<file path="config.mk">
export PLATFORM = sky130hd
export DESIGN_NAME = idm_mode_ctrl
export DESIGN_NICKNAME = d
export VERILOG_FILES = /design/src/idm_pkg.sv /design/src/idm_mode_ctrl.sv
export SDC_FILE = /design/constraint.sdc
export NUM_CORES = 1
export LEC_CHECK = 0
export ABC_AREA = 1
export BUFFER_PORTS_ARGS = -buffer_cell sky130_fd_sc_hd__clkbuf_2
export CAP_MARGIN = 20
export CORE_UTILIZATION = 47
export DETAILED_ROUTE_END_ITERATION = 8
export GPL_ROUTABILITY_DRIVEN = 0
export MAX_ROUTING_LAYER = met4
export PLACE_DENSITY = 0.7
export SLEW_MARGIN = 0
export SYNTH_ARGS = -nofsm -noshare
export SYNTH_HDL_FRONTEND = slang
export SYNTH_SLANG_ARGS = --single-unit
</file>
<file path="constraint.sdc">
create_clock -name clk_i -period 3.7 [get_ports clk_i]
set_input_delay 0.37 -clock clk_i [delete_from_list [all_inputs] [get_ports clk_i]]
set_output_delay 0.37 -clock clk_i [all_outputs]
set_load 0.01 [all_outputs]
</file>
<file path="src/idm_pkg.sv">
// Shared constants and types for the isolated driver mode control
package idm_pkg;
	// ----------------------------------------
	// Clock and timing
	// ----------------------------------------
	localparam int CLK_PERIOD_NS  = 8;
	localparam int BURST_NS       = 25000;
	localparam int STARTUP_BURSTS = 4;
	localparam int SPACING_NS     = 400;
	localparam int BURST_CYC      = BURST_NS / CLK_PERIOD_NS;
	localparam int STARTUP_CYC    = STARTUP_BURSTS * BURST_CYC;
	localparam int SPACING_CYC    = SPACING_NS / CLK_PERIOD_NS;
	localparam int RECOVERY_CYC   = 1000;
	localparam int PRIM_LOSS_CYC  = 100;

	// ----------------------------------------
	// Register map (APB byte addresses)
	// ----------------------------------------
	localparam logic [7:0] ADDR_CTRL   = 8'h00;
	localparam logic [7:0] ADDR_STATUS = 8'h04;
	localparam int CTRL_LATCH_BIT      = 0;
	localparam logic CTRL_LATCH_RST    = 1'h0;

	// Back-channel slot, one-hot
	typedef enum logic [2:0]
	{
		SLOT_FAULT = 3'h1,
		SLOT_ALARM = 3'h2,
		SLOT_POWER = 3'h4
	} idm_slot_t;

	// Status word as read by software
	typedef struct packed
	{
		logic power_ok;
		logic alarm_ok;
		logic fault_ok;
		logic live;
		logic fault_hold;
		logic gate;
	} idm_status_t;
endpackage

</file>
<file path="src/idm_mode_ctrl.sv">
// Mode, fault and status back-channel control for an isolated switch driver
//
// Operation
// - Primary and secondary down: gate low, keep-off on, power-ok floating.
// - Transfer enable low with primary up: gate low, power-ok driven low.
// - All supplies valid and enable high: gate follows command, power-ok high.
// - No comparator tripped: both pins released, gate follows command.
// - Non-latching fault: gate low until the recovery timer elapses.
// - Latching fault: gate low until command low-then-high and timer elapsed.
// - Alarm alone is reported but never touches the gate.
// - Both comparators tripped: both pins low, fault behaviour on gate.
// - Status sent one at a time: fault, alarm, power-ok, 400 ns apart.
// - After primary power-up, indicators held low for four 25 us bursts.
`timescale 1ns/1ps
module idm_mode_ctrl
	import idm_pkg::*;
#(
	parameter int STARTUP_LEN  = STARTUP_CYC,
	parameter int RECOVERY_LEN = RECOVERY_CYC,
	parameter int PRIM_LOSS_LEN = PRIM_LOSS_CYC
)
(
	input  wire logic        clk_i,
	input  wire logic        rst_n_i,
	input  wire logic        psel,
	input  wire logic        penable,
	input  wire logic        pwrite,
	input  wire logic [7:0]  paddr,
	input  wire logic [31:0] pwdata,
	output logic             pready,
	output logic             pslverr,
	output logic [31:0]      prdata,
	input  wire logic        primary_supply_ok_i,
	input  wire logic        primary_energy_ok_i,
	input  wire logic        secondary_high_rail_ok_i,
	input  wire logic        secondary_mid_rail_ok_i,
	input  wire logic        xfer_enable_i,
	input  wire logic        switch_cmd_i,
	input  wire logic        fault_compare_in_i,
	input  wire logic        alarm_compare_in_i,
	output logic             gate_drive_out_o,
	output logic             keep_off_o,
	output logic             power_ok_indicator_o,
	output logic             power_ok_indicator_oe_n_o,
	output logic             fault_indicator_n_o,
	output logic             fault_indicator_n_oe_n_o,
	output logic             alarm_indicator_n_o,
	output logic             alarm_indicator_n_oe_n_o
);
	// ----------------------------------------
	// Declarations
	// ----------------------------------------
	logic        latch_mode;
	logic        prim_seen;
	logic [15:0] loss_cnt;
	logic        fault_hold;
	logic        en_low_seen;
	logic [15:0] rec_cnt;
	logic [15:0] start_cnt;
	logic        live;
	logic [15:0] gap_cnt;
	idm_slot_t   slot;
	logic        fault_ind;
	logic        alarm_ind;
	logic        power_ind;
	logic        power_hiz;
	logic        gate;
	idm_status_t status;
	logic        sec_ok;
	logic        fault_now;
	logic        tick;
	logic        rec_done;
	logic        next_gate;
	logic        fault_val;

	assign sec_ok    = secondary_high_rail_ok_i & secondary_mid_rail_ok_i;
	assign fault_now = fault_compare_in_i & sec_ok;
	assign tick      = (gap_cnt == 16'(SPACING_CYC - 1));
	assign rec_done  = (rec_cnt >= 16'(RECOVERY_LEN - 1));
	// Latched variant keeps the fault pin low as long as the hold stands
	assign fault_val = ~(fault_compare_in_i | (latch_mode & fault_hold));

	// ----------------------------------------
	// APB slave
	// ----------------------------------------
	// Zero wait states; read data is caught in the setup cycle
	assign pready  = 1'b1;
	assign pslverr = psel & penable & (paddr != ADDR_CTRL) & (paddr != ADDR_STATUS);

	always_ff @(posedge clk_i or negedge rst_n_i)
	begin
		if (!rst_n_i)
			latch_mode <= CTRL_LATCH_RST;
		else if (psel && penable && pwrite && paddr == ADDR_CTRL)
			latch_mode <= pwdata[CTRL_LATCH_BIT];
	end

	assign status = '{power_ok: power_ind, alarm_ok: alarm_ind, fault_ok: fault_ind,
		live: live, fault_hold: fault_hold, gate: gate};

	// Unmapped reads return zero
	always_ff @(posedge clk_i or negedge rst_n_i)
	begin
		if (!rst_n_i)
			prdata <= 32'h0;
		else if (psel && !penable && !pwrite)
		begin
			if (paddr == ADDR_CTRL)
				prdata <= {31'h0, latch_mode};
			else if (paddr == ADDR_STATUS)
				prdata <= {26'h0, status};
			else
				prdata <= 32'h0;
		end
	end

	// ----------------------------------------
	// Primary loss as seen by the secondary
	// ----------------------------------------
	// loss reaches the driver at once, or by timeout when energy is short
	always_ff @(posedge clk_i or negedge rst_n_i)
	begin
		if (!rst_n_i)
		begin
			prim_seen <= 1'b0;
			loss_cnt  <= 16'h0;
		end
		else if (primary_supply_ok_i)
		begin
			prim_seen <= 1'b1;
			loss_cnt  <= 16'h0;
		end
		else if (primary_energy_ok_i || loss_cnt == 16'(PRIM_LOSS_LEN - 1))
			prim_seen <= 1'b0;
		else if (prim_seen)
			loss_cnt <= loss_cnt + 16'h1;
	end

	// ----------------------------------------
	// Fault hold and recovery timer
	// ----------------------------------------
	// non-latching release after the recovery time, timer restarts on refault
	// latching release also needs the command taken low then high
	always_ff @(posedge clk_i or negedge rst_n_i)
	begin
		if (!rst_n_i)
		begin
			fault_hold  <= 1'b0;
			en_low_seen <= 1'b0;
			rec_cnt     <= 16'h0;
		end
		else if (fault_now)
		begin
			fault_hold  <= 1'b1;
			en_low_seen <= 1'b0;
			rec_cnt     <= 16'h0;
		end
		else if (fault_hold)
		begin
			if (!switch_cmd_i)
				en_low_seen <= 1'b1;
			if (!rec_done)
				rec_cnt <= rec_cnt + 16'h1;
			if (rec_done && (!latch_mode || (en_low_seen && switch_cmd_i)))
				fault_hold <= 1'b0;
		end
	end

	// ----------------------------------------
	// Gate drive
	// ----------------------------------------
	// gate only with every supply up and transfer enabled
	// the alarm comparator has no path into the gate
	// fault comparator blocks the gate at the first edge after it trips, ahead of the hold
	assign next_gate = prim_seen & xfer_enable_i & sec_ok & switch_cmd_i
		& ~fault_now & ~fault_hold;

	always_ff @(posedge clk_i or negedge rst_n_i)
	begin
		if (!rst_n_i)
		begin
			gate       <= 1'b0;
			keep_off_o <= 1'b1;
		end
		else
		begin
			gate       <= next_gate;
			keep_off_o <= ~next_gate;
		end
	end

	assign gate_drive_out_o = gate;

	// ----------------------------------------
	// Start-up quiet period
	// ----------------------------------------
	// four burst periods pass before status goes live
	always_ff @(posedge clk_i or negedge rst_n_i)
	begin
		if (!rst_n_i)
		begin
			start_cnt <= 16'h0;
			live      <= 1'b0;
		end
		else if (!primary_supply_ok_i)
		begin
			start_cnt <= 16'h0;
			live      <= 1'b0;
		end
		else if (!live)
		begin
			start_cnt <= start_cnt + 16'h1;
			live      <= (start_cnt == 16'(STARTUP_LEN - 1));
		end
	end

	// ----------------------------------------
	// Back-channel sequencer
	// ----------------------------------------
	// one slot every spacing period, fixed rotation
	always_ff @(posedge clk_i or negedge rst_n_i)
	begin
		if (!rst_n_i)
		begin
			gap_cnt <= 16'h0;
			slot    <= SLOT_FAULT;
		end
		else if (tick)
		begin
			gap_cnt <= 16'h0;
			unique case (slot)
				SLOT_FAULT: slot <= SLOT_ALARM;
				SLOT_ALARM: slot <= SLOT_POWER;
				SLOT_POWER: slot <= SLOT_FAULT;
				default:    slot <= SLOT_FAULT;
			endcase
		end
		else
			gap_cnt <= gap_cnt + 16'h1;
	end

	// Indicators: 1 means released, 0 means pulled low
	// transfer enable low pulls both comparator pins low at once
	// live values taken only in their own slot, hence the lag
	always_ff @(posedge clk_i or negedge rst_n_i)
	begin
		if (!rst_n_i)
		begin
			fault_ind <= 1'b0;
			alarm_ind <= 1'b0;
			power_ind <= 1'b0;
		end
		else if (!primary_supply_ok_i || !xfer_enable_i || !live)
		begin
			fault_ind <= 1'b0;
			alarm_ind <= 1'b0;
			power_ind <= 1'b0;
		end
		else if (tick)
		begin
			if (slot == SLOT_FAULT)
				fault_ind <= fault_val;
			if (slot == SLOT_ALARM)
				alarm_ind <= ~alarm_compare_in_i;
			if (slot == SLOT_POWER)
				power_ind <= sec_ok;
		end
	end

	// power-ok floats only in reset or with both sides down
	always_ff @(posedge clk_i or negedge rst_n_i)
	begin
		if (!rst_n_i)
			power_hiz <= 1'b1;
		else
			power_hiz <= ~primary_supply_ok_i & ~sec_ok;
	end

	// Fault and alarm open drain: data stays low, enable low pulls the pin; power-ok drives its value
	assign fault_indicator_n_o       = 1'b0;
	assign fault_indicator_n_oe_n_o  = fault_ind;
	assign alarm_indicator_n_o       = 1'b0;
	assign alarm_indicator_n_oe_n_o  = alarm_ind;
	assign power_ok_indicator_o      = power_ind;
	assign power_ok_indicator_oe_n_o = power_hiz;
endmodule

</file>
# After elaboration in Yosys (flattened, before gate mapping)
# Cells that the tools add are included.
# totals
ff_bits	110
input_bits	53
out_inout_bits	42
wordCells	117
# op_classes
addsub	4
order_cmp	1
n_eq_ne	12
mux	31
n_bitwise	20
n_reduce_logical	32
# op_table
cell	n
$mux 16	9
$add 16x1->16 const B	4
$mux 32	1
$mux 1	19
$eq 16x14->1 const B	1
$eq 16x6->1 const B	1
$eq 16x7->1 const B	1
$ge 16x10->1 const B	1
$reduce_bool 2->1	7
$and 1x1->1	12
$reduce_and 2->1	6
$eq 8x3->1 const B	1
$logic_not 8->1	1
$ne 8x3->1 const B	1
$reduce_bool 8->1	1
$logic_and 1x1->1	7
$not 1->1	7
$logic_not 1->1	6
$mux 6	1
$ne 2x2->1 const B	3
$pmux 3 s2	1
$logic_or 1x1->1	4
$eq 3x1->1 const B	1
$eq 3x2->1 const B	1
other kinds (3)	3

# Longest topological paths before layout
# Gate-level depths: netlist of run 1.
# logic_depth
word_depth	6
depth_mapped	9

# Least setup slack after synthesis of run 1
# No wires, ideal clock.
# synth_path
path_kind	register to register
from	reg loss_cnt[0]
to	reg loss_cnt[3]
setup_time_ns	0.076
arrival_time_ns	1.276
setup_slack_ns	2.348
path_stages_with_launch	8
path_buffers	1
period_less_slack_ns	1.352
cell_sequence	dfrtp_1 ha_1 nand3_1 nor2_1 a21oi_1 buf_2 nand3_1 o21ai_1
# synth_via
elab_chain_len	4
# synth_lines
item	line_no	text
from (decl)	idm_mode_ctrl.sv:55	logic [15:0] loss_cnt;
from (signal assigned)	idm_mode_ctrl.sv:136	loss_cnt <= loss_cnt + 16'h1;
$add 16x1->16 or $eq 16x7->1 (tied branches)	idm_mode_ctrl.sv:136, idm_mode_ctrl.sv:133	
$mux 16 or $logic_or 1x1->1 (tied branches)	idm_mode_ctrl.sv:135, idm_mode_ctrl.sv:133	
$mux 16 or $ne 2x2->1 (tied branches)	-	
$mux 16 or $reduce_and 2->1 (tied branches)	-	
# Several ways; a longest one is shown, not always the timed one. The select of a mux whose other input is x is not followed.
# A chain may end at the register's enable or synchronous reset.

# Worst setup path after layout of run 1
# layout_path
from	reg loss_cnt[0]
to	reg loss_cnt[0]
# The elaborated chain is that of the path after synthesis.

==> results of run 1 <==
==> synthesized netlist by cell type (all sizes together) (2+ instances only) <==
master,number
conb,2
nor2,85
nand2,158
o31ai,2
dfstp,3
nor4,2
o21ai,23
xor2,17
ha,5
dfrtp,81
inv,75
nand3,72
nor3,18
xnor2,6
nand4,22
or2,3
buf,37
o21bai,3
a21oi,12
==> cells in the final DEF (no fill, tap or decap), types with 10 or more instances in the layout <==
cell        n
a21oi_1    12
nor2_1     75
dfrtp_1    81
nor3_1     17
clkbuf_8   10
nand3_1    70
nand2_1   150
o21ai_0    19
xor2_1     17
inv_1      73
clkbuf_2   33
conb_1     29
nand4_1    21
==> metrics by stage <==
step | instances | util | hold WS (ns) | power (mW) | instance area [µm²]
after CTS | 809 | 0.526 | 0.234 | 1.84 | 5220
after floorplan | 664 | - | 0.0744 | 1.14 | 4960
after global placement | 793 | 0.507 | 0.441 | 1.17 | 5020
after detailed placement | 793 | 0.507 | 0.449 | 1.18 | 5020
final | 811 | 0.530 | 0.251 | 1.83 | 5250
after global routing | 811 | 0.530 | 0.259 | 1.91 | 5250
==> flip-flops by register name, indices dropped and copies added, names as in the netlist <==
| register | count |
|---|---|
| fault_indicator_n_oe_n_o | 1 |
| en_low_seen | 1 |
| latch_mode | 1 |
| gap_cnt | 16 |
| alarm_indicator_n_oe_n_o | 1 |
| gate_drive_out_o | 1 |
| live | 1 |
| keep_off_o | 1 |
| power_ok_indicator_oe_n_o | 1 |
| slot | 3 |
| prdata | 6 |
| prim_seen | 1 |
| fault_hold | 1 |
| loss_cnt | 16 |
| power_ok_indicator_o | 1 |
| rec_cnt | 16 |
| start_cnt | 16 |
==> report_power, final <==
| part | switching [mW] | internal [mW] | total (mW) |
|---|---|---|---|
| registers | 0.0375 | 0.950 | 0.987 |
| clock network | 0.338 | 0.330 | 0.668 |
| logic | 0.114 | 0.0593 | 0.174 |
| total | 0.490 | 1.34 | 1.83 |
==> kinds of logic (layout without fill, tap and decap cells) <==
logic type      Yosys count  after routing  synth area share
other cells               2             29           0.00155
flops                    84             84             0.434
simple gates            364            364             0.343
compound gates           45             45            0.0518
fa+ha+maj                 5              5            0.0129
xor+xnor                 23             23            0.0415
buf+inv                 114            128             0.115
==> tightest hold or removal path, stage by stage <==
cell	delay, ns
clkbuf_2	0.08
inv_1	0.04
o21ai_0	0.08
==> area by class of cell <==
class / count / share of cell area
multi-input combinational: 466 / 0.436
tap: 133 / 0.0317
clock buffer: 12 / 0.0276
sequential: 84 / 0.401
timing repair buffer: 36 / 0.0400
inverter: 76 / 0.0543
clock inverter: 4 / 0.00929
==> per-layer routing <==
metal / global-route usage / part of all wire / wire, µm
met2: 0.312 / 0.45 / 4270
met1: 0.241 / 0.49 / 4610
met4: 0.0807 / 0.019 / 176
met3: 0.0384 / 0.042 / 397
met5: - / 0 / 0
==> path summary, 6_finish.rpt <==
path / to / slack (ns) / depth (start not counted)
max in group asynchronous: power_ok_indicator_oe_n_o / 2.65 / 3
worst max-delay path: loss_cnt[0] / 1.53 / 6
worst min register to register: rec_cnt[11] / 0.47 / 2
worst min-delay path: latch_mode / 0.25 / 3
worst max register to register: loss_cnt[0] / 1.53 / 6
min in group asynchronous: loss_cnt[11] / 0.41 / 2
==> repair_timing <==
action / CTS / global route
hold buffers: 0 / 1
buffers inserted: 0 / 0
resized for setup: 0 / 0
hold endpoints to repair: 0 / 17
setup endpoints to repair: 0 / 0
==> impl_metrics.ini, run 1 <==
[run_status]
outcome = finished, final reports clean

[critical_path]
cp_top_family = compound AO/OA/AOI/OAI gates
r2r_start = loss_cnt[0]
cpMaxStageDelayCell = a21oi_1
timing.critical_path.buf_inv = 0
start_kind = flip-flop
crit_start = loss_cnt[0]
crit_type = flip-flop to flip-flop
required_ns = 3.98
crit_fanout = 11
end_kind = flip-flop
max_stage_delay_ns = 0.73
cp_cell_sequence = ha_1 > nand3_1 > nor2_1 > a21oi_1 > nand2_1 > o21ai_0
critPathArrivalTime_ns = 2.45

[timing]
max_slew_margin = 0.338
period_share = 0.586
fin_crit_ns = 2.17
rsz0062_at_grt = no
fin_skew_ns = 0.00997
max_freq_mhz = 461
slew_violations = 0
totalNegativeSetupSlack_ns = 0
finalHoldViolations = 0
fin_ws_ns = 1.53
tightest_slew_ns = 0.991
setup_viol = 0

[routing]
wirelength_mm = 9.45
ant_nets = 0
vias = 4051
vias_per_cell = 5.00
drtIter0Drc = 177
firstDrtPassIters = 4
drc = 0
wl_per_cell_um = 11.6

[clock_network]
cts-root-buf = clkbuf_8
clk_pin_slew_ns = 0.08
clock_path_buffers = 2
cts_tree = yes
worstSkewPairLatency_ns = 0.37
cts_sinks = 84
numCtsBuffers = 9
htree_levels = 3

[logic_synthesis]
ys.flop_type = dfrtp_1
ys_top_cells_by_area = dfrtp_1 (42%), nand2_1 (12%), nand3_1 (7.2%), nor2_1 (5.8%), inv_1 (5.6%)
synth_seq_cells = 84
syn_inst = 637
yosysTopAreaCellShare = 0.417
yosysTopAreaCell = dfrtp_1
ys_async_sr_fraction = 1.00
yosysWarnings = 0
synth_enable_flop_cells = 0
ys_seq_area_frac = 0.434
syn_area_mm2 = 0.00486
syn_avg_cell_area_um2 = 7.62
synth_cell_type_count = 43

[global_route]
grt_pass1_vias = 3778
globalRouteOverflowTotal = 0
grt_max_degree = 85
grt_usage = 0.195
grt_pass1_wl_mm = 16.6
antenna_found_initial = 0

[floorplan]
coreArea_mm2 = 0.00991
die_y_um = 104
rows = 36
start_util = 0.490
pin_count = 95
dieArea_mm2 = 0.0107
die_x_um = 104

[finish]
layout-drive-gt1-share = 0.112
ff_latch_area_mm2 = 0.00211
multi_input_area_mm2 = 0.00229
diodes = 0
nets = 731
areaGrowthSynthToFinish_pct = 8.19
fillers = 968

[hold_path]
hold_class = input pin to flip-flop
hold_start = pwdata[0]

[placement]
io_buffers = 34
place_ws_ns = 1.57
hpwlAfterDp_mm = 6.75

[power_and_ir_drop]
cellLeakagePower_nw = 2.69
power.density_mw_per_mm2 = 348
ir_drop_mv = 0.199

[flow_run]
cap_violations = 0
(Power assumes the default switching activity.)
==> run 2, diff against run 1 <==
--- a/config.mk
+++ b/config.mk
@@ -12,7 +12,7 @@
 export DETAILED_ROUTE_END_ITERATION = 8
 export GPL_ROUTABILITY_DRIVEN = 0
 export MAX_ROUTING_LAYER = met4
-export PLACE_DENSITY = 0.7
+export PLACE_DENSITY = 0.72
 export SLEW_MARGIN = 0
 export SYNTH_ARGS = -nofsm -noshare
 export SYNTH_HDL_FRONTEND = slang
==> constraint.sdc (replaced) <==
create_clock -name clk_i -period 1.9 [get_ports clk_i]
set_input_delay 0.19 -clock clk_i [delete_from_list [all_inputs] [get_ports clk_i]]
set_output_delay 0.19 -clock clk_i [all_outputs]
set_load 0.01 [all_outputs]
==> impl_metrics.ini, run 2 (synthesis results as in run 1) <==
[floorplan]
pin_count = 95
start_util = 0.490
dieArea_mm2 = 0.0107
rows = 36
die_y_um = 104
coreArea_mm2 = 0.00991
die_x_um = 104

[clock_network]
numCtsBuffers = 9
clock_path_buffers = 2
htree_levels = 3
cts-root-buf = clkbuf_8
cts_sinks = 84
clk_pin_slew_ns = 0.09
cts_tree = yes
worstSkewPairLatency_ns = 0.37

[routing]
wl_per_cell_um = 11.6
drc = 0
drtIter0Drc = 199
vias_per_cell = 5.05
firstDrtPassIters = 4
wirelength_mm = 9.43
vias = 4117
ant_nets = 0

[finish]
layout_common_cells = nand2_1 (150), dfrtp_1 (81), nor2_1 (75)
final_util = 0.534
areaGrowthSynthToFinish_pct = 9.02
multi_input_area_mm2 = 0.00230
nets = 736
final_common_cell = nand2_1
fillers = 972
layout-drive-gt1-share = 0.123
diodes = 0
ff_latch_area_mm2 = 0.00211

[timing]
rsz0062_at_grt = no
whs_ns = 0.0564
totalNegativeSetupSlack_ns = 0
fin_skew_ns = 0.00696
setup_viol = 0
fin_crit_ns = 1.68
finalHoldViolations = 0
slew_violations = 0
max_freq_mhz = 594
period_share = 0.886

[critical_path]
start_kind = flip-flop
crit_fanout = 16
cpMaxStageDelayCell = dfrtp_1
cp_cell_sequence = ha_1 > nand3_1 > nor2_1 > nand2_2 > nand3_4 > nand2_2 > nand2_1 > nand2_1
crit_type = flip-flop to flip-flop
critPathArrivalTime_ns = 1.94
max_stage_delay_ns = 0.44
required_ns = 2.16
end_kind = flip-flop
cp_top_family = simple AND/OR/NAND/NOR gates
timing.critical_path.buf_inv = 0

[global_route]
grt_pass1_vias = 3926
globalRouteOverflowTotal = 0
grt_pass1_wl_mm = 17.3
grt_usage = 0.200
grt_max_degree = 36
antenna_found_initial = 0

[power_and_ir_drop]
ir_drop_mv = 0.375
power.density_mw_per_mm2 = 670
cellLeakagePower_nw = 2.70

[run_status]
outcome = finished, final reports clean

[placement]
io_buffers = 34
hpwlAfterDp_mm = 6.94

[hold_path]
hold_class = input pin to flip-flop

[flow_run]
cap_violations = 0
[run 2: changes by cell type in the layout (fill, tap and decap cells not counted), sizes merged]
cell / change
inv: +1
clkbuf: -3
clkinvlp: +2
buf: +5
[run 2: cell type report]
type,instances,share of cell area
Tap cell,133,0.0314
Clock buffer,9,0.0234
Sequential cell,84,0.398
Multi-Input combinational cell,466,0.434
Timing Repair Buffer,41,0.0454
Inverter,76,0.0539
Clock inverter,7,0.0144
[run 2: power breakdown]
group | leakage [nW] | switching, mW | internal [mW]
Sequential | 1.13 | 0.0734 | 1.85
Clock | 0.0958 | 0.669 | 0.613
Combinational | 1.48 | 0.222 | 0.122
Total | 2.70 | 0.964 | 2.58
[run 2: timing repair]
action,4_1_cts,5_1_grt
buffers inserted,0,0
hold endpoints to repair,26,0
hold buffers,1,0
setup endpoints to repair,0,7
resized for setup,0,1
[run 2: worst paths after layout]
| kind | startpoint | to | slack, ns | cells after the start |
|---|---|---|---|---|
| setup / recovery | loss_cnt[0] | loss_cnt[8] | 0.22 | 8 |
| hold / removal | pwdata[0] | latch_mode | 0.06 | 3 |
| setup reg to reg | loss_cnt[0] | loss_cnt[8] | 0.22 | 8 |
| hold reg to reg | rec_cnt[12] | rec_cnt[12] | 0.46 | 2 |
| max in group asynchronous | rst_n_i | slot[0] | 0.95 | 3 |
| min in group asynchronous | rst_n_i | gap_cnt[8] | 0.28 | 2 |
[run 2: per-layer routing]
metal	vias to the layer above	track usage	part of all wire
met3	14	0.0302	0.045
met1	1909	0.249	0.47
met5	-	-	0
li1	2072	-	-
met2	122	0.320	0.47
met4	0	0.0973	0.019
[run 2: worst register-to-register path: cells and delay by family, from the launching register on]
family / cells / cell delay, ns
fa+ha+maj: 1 / 0.26
flops: 1 / 0.44
simple gates: 7 / 0.88
[run 2: through the flow]
stage / cell area, µm² / setup WS (ns) / total power, mW / std cells
global route: 5290 / 0.0907 / 3.73 / 816
finish: 5290 / 0.216 / 3.55 / 816
floorplan: 4960 / 0.548 / 2.22 / 664
CTS: 5290 / 0.100 / 3.60 / 816
global placement: 5080 / 0.223 / 2.29 / 799
detailed placement: 5080 / 0.168 / 2.30 / 799
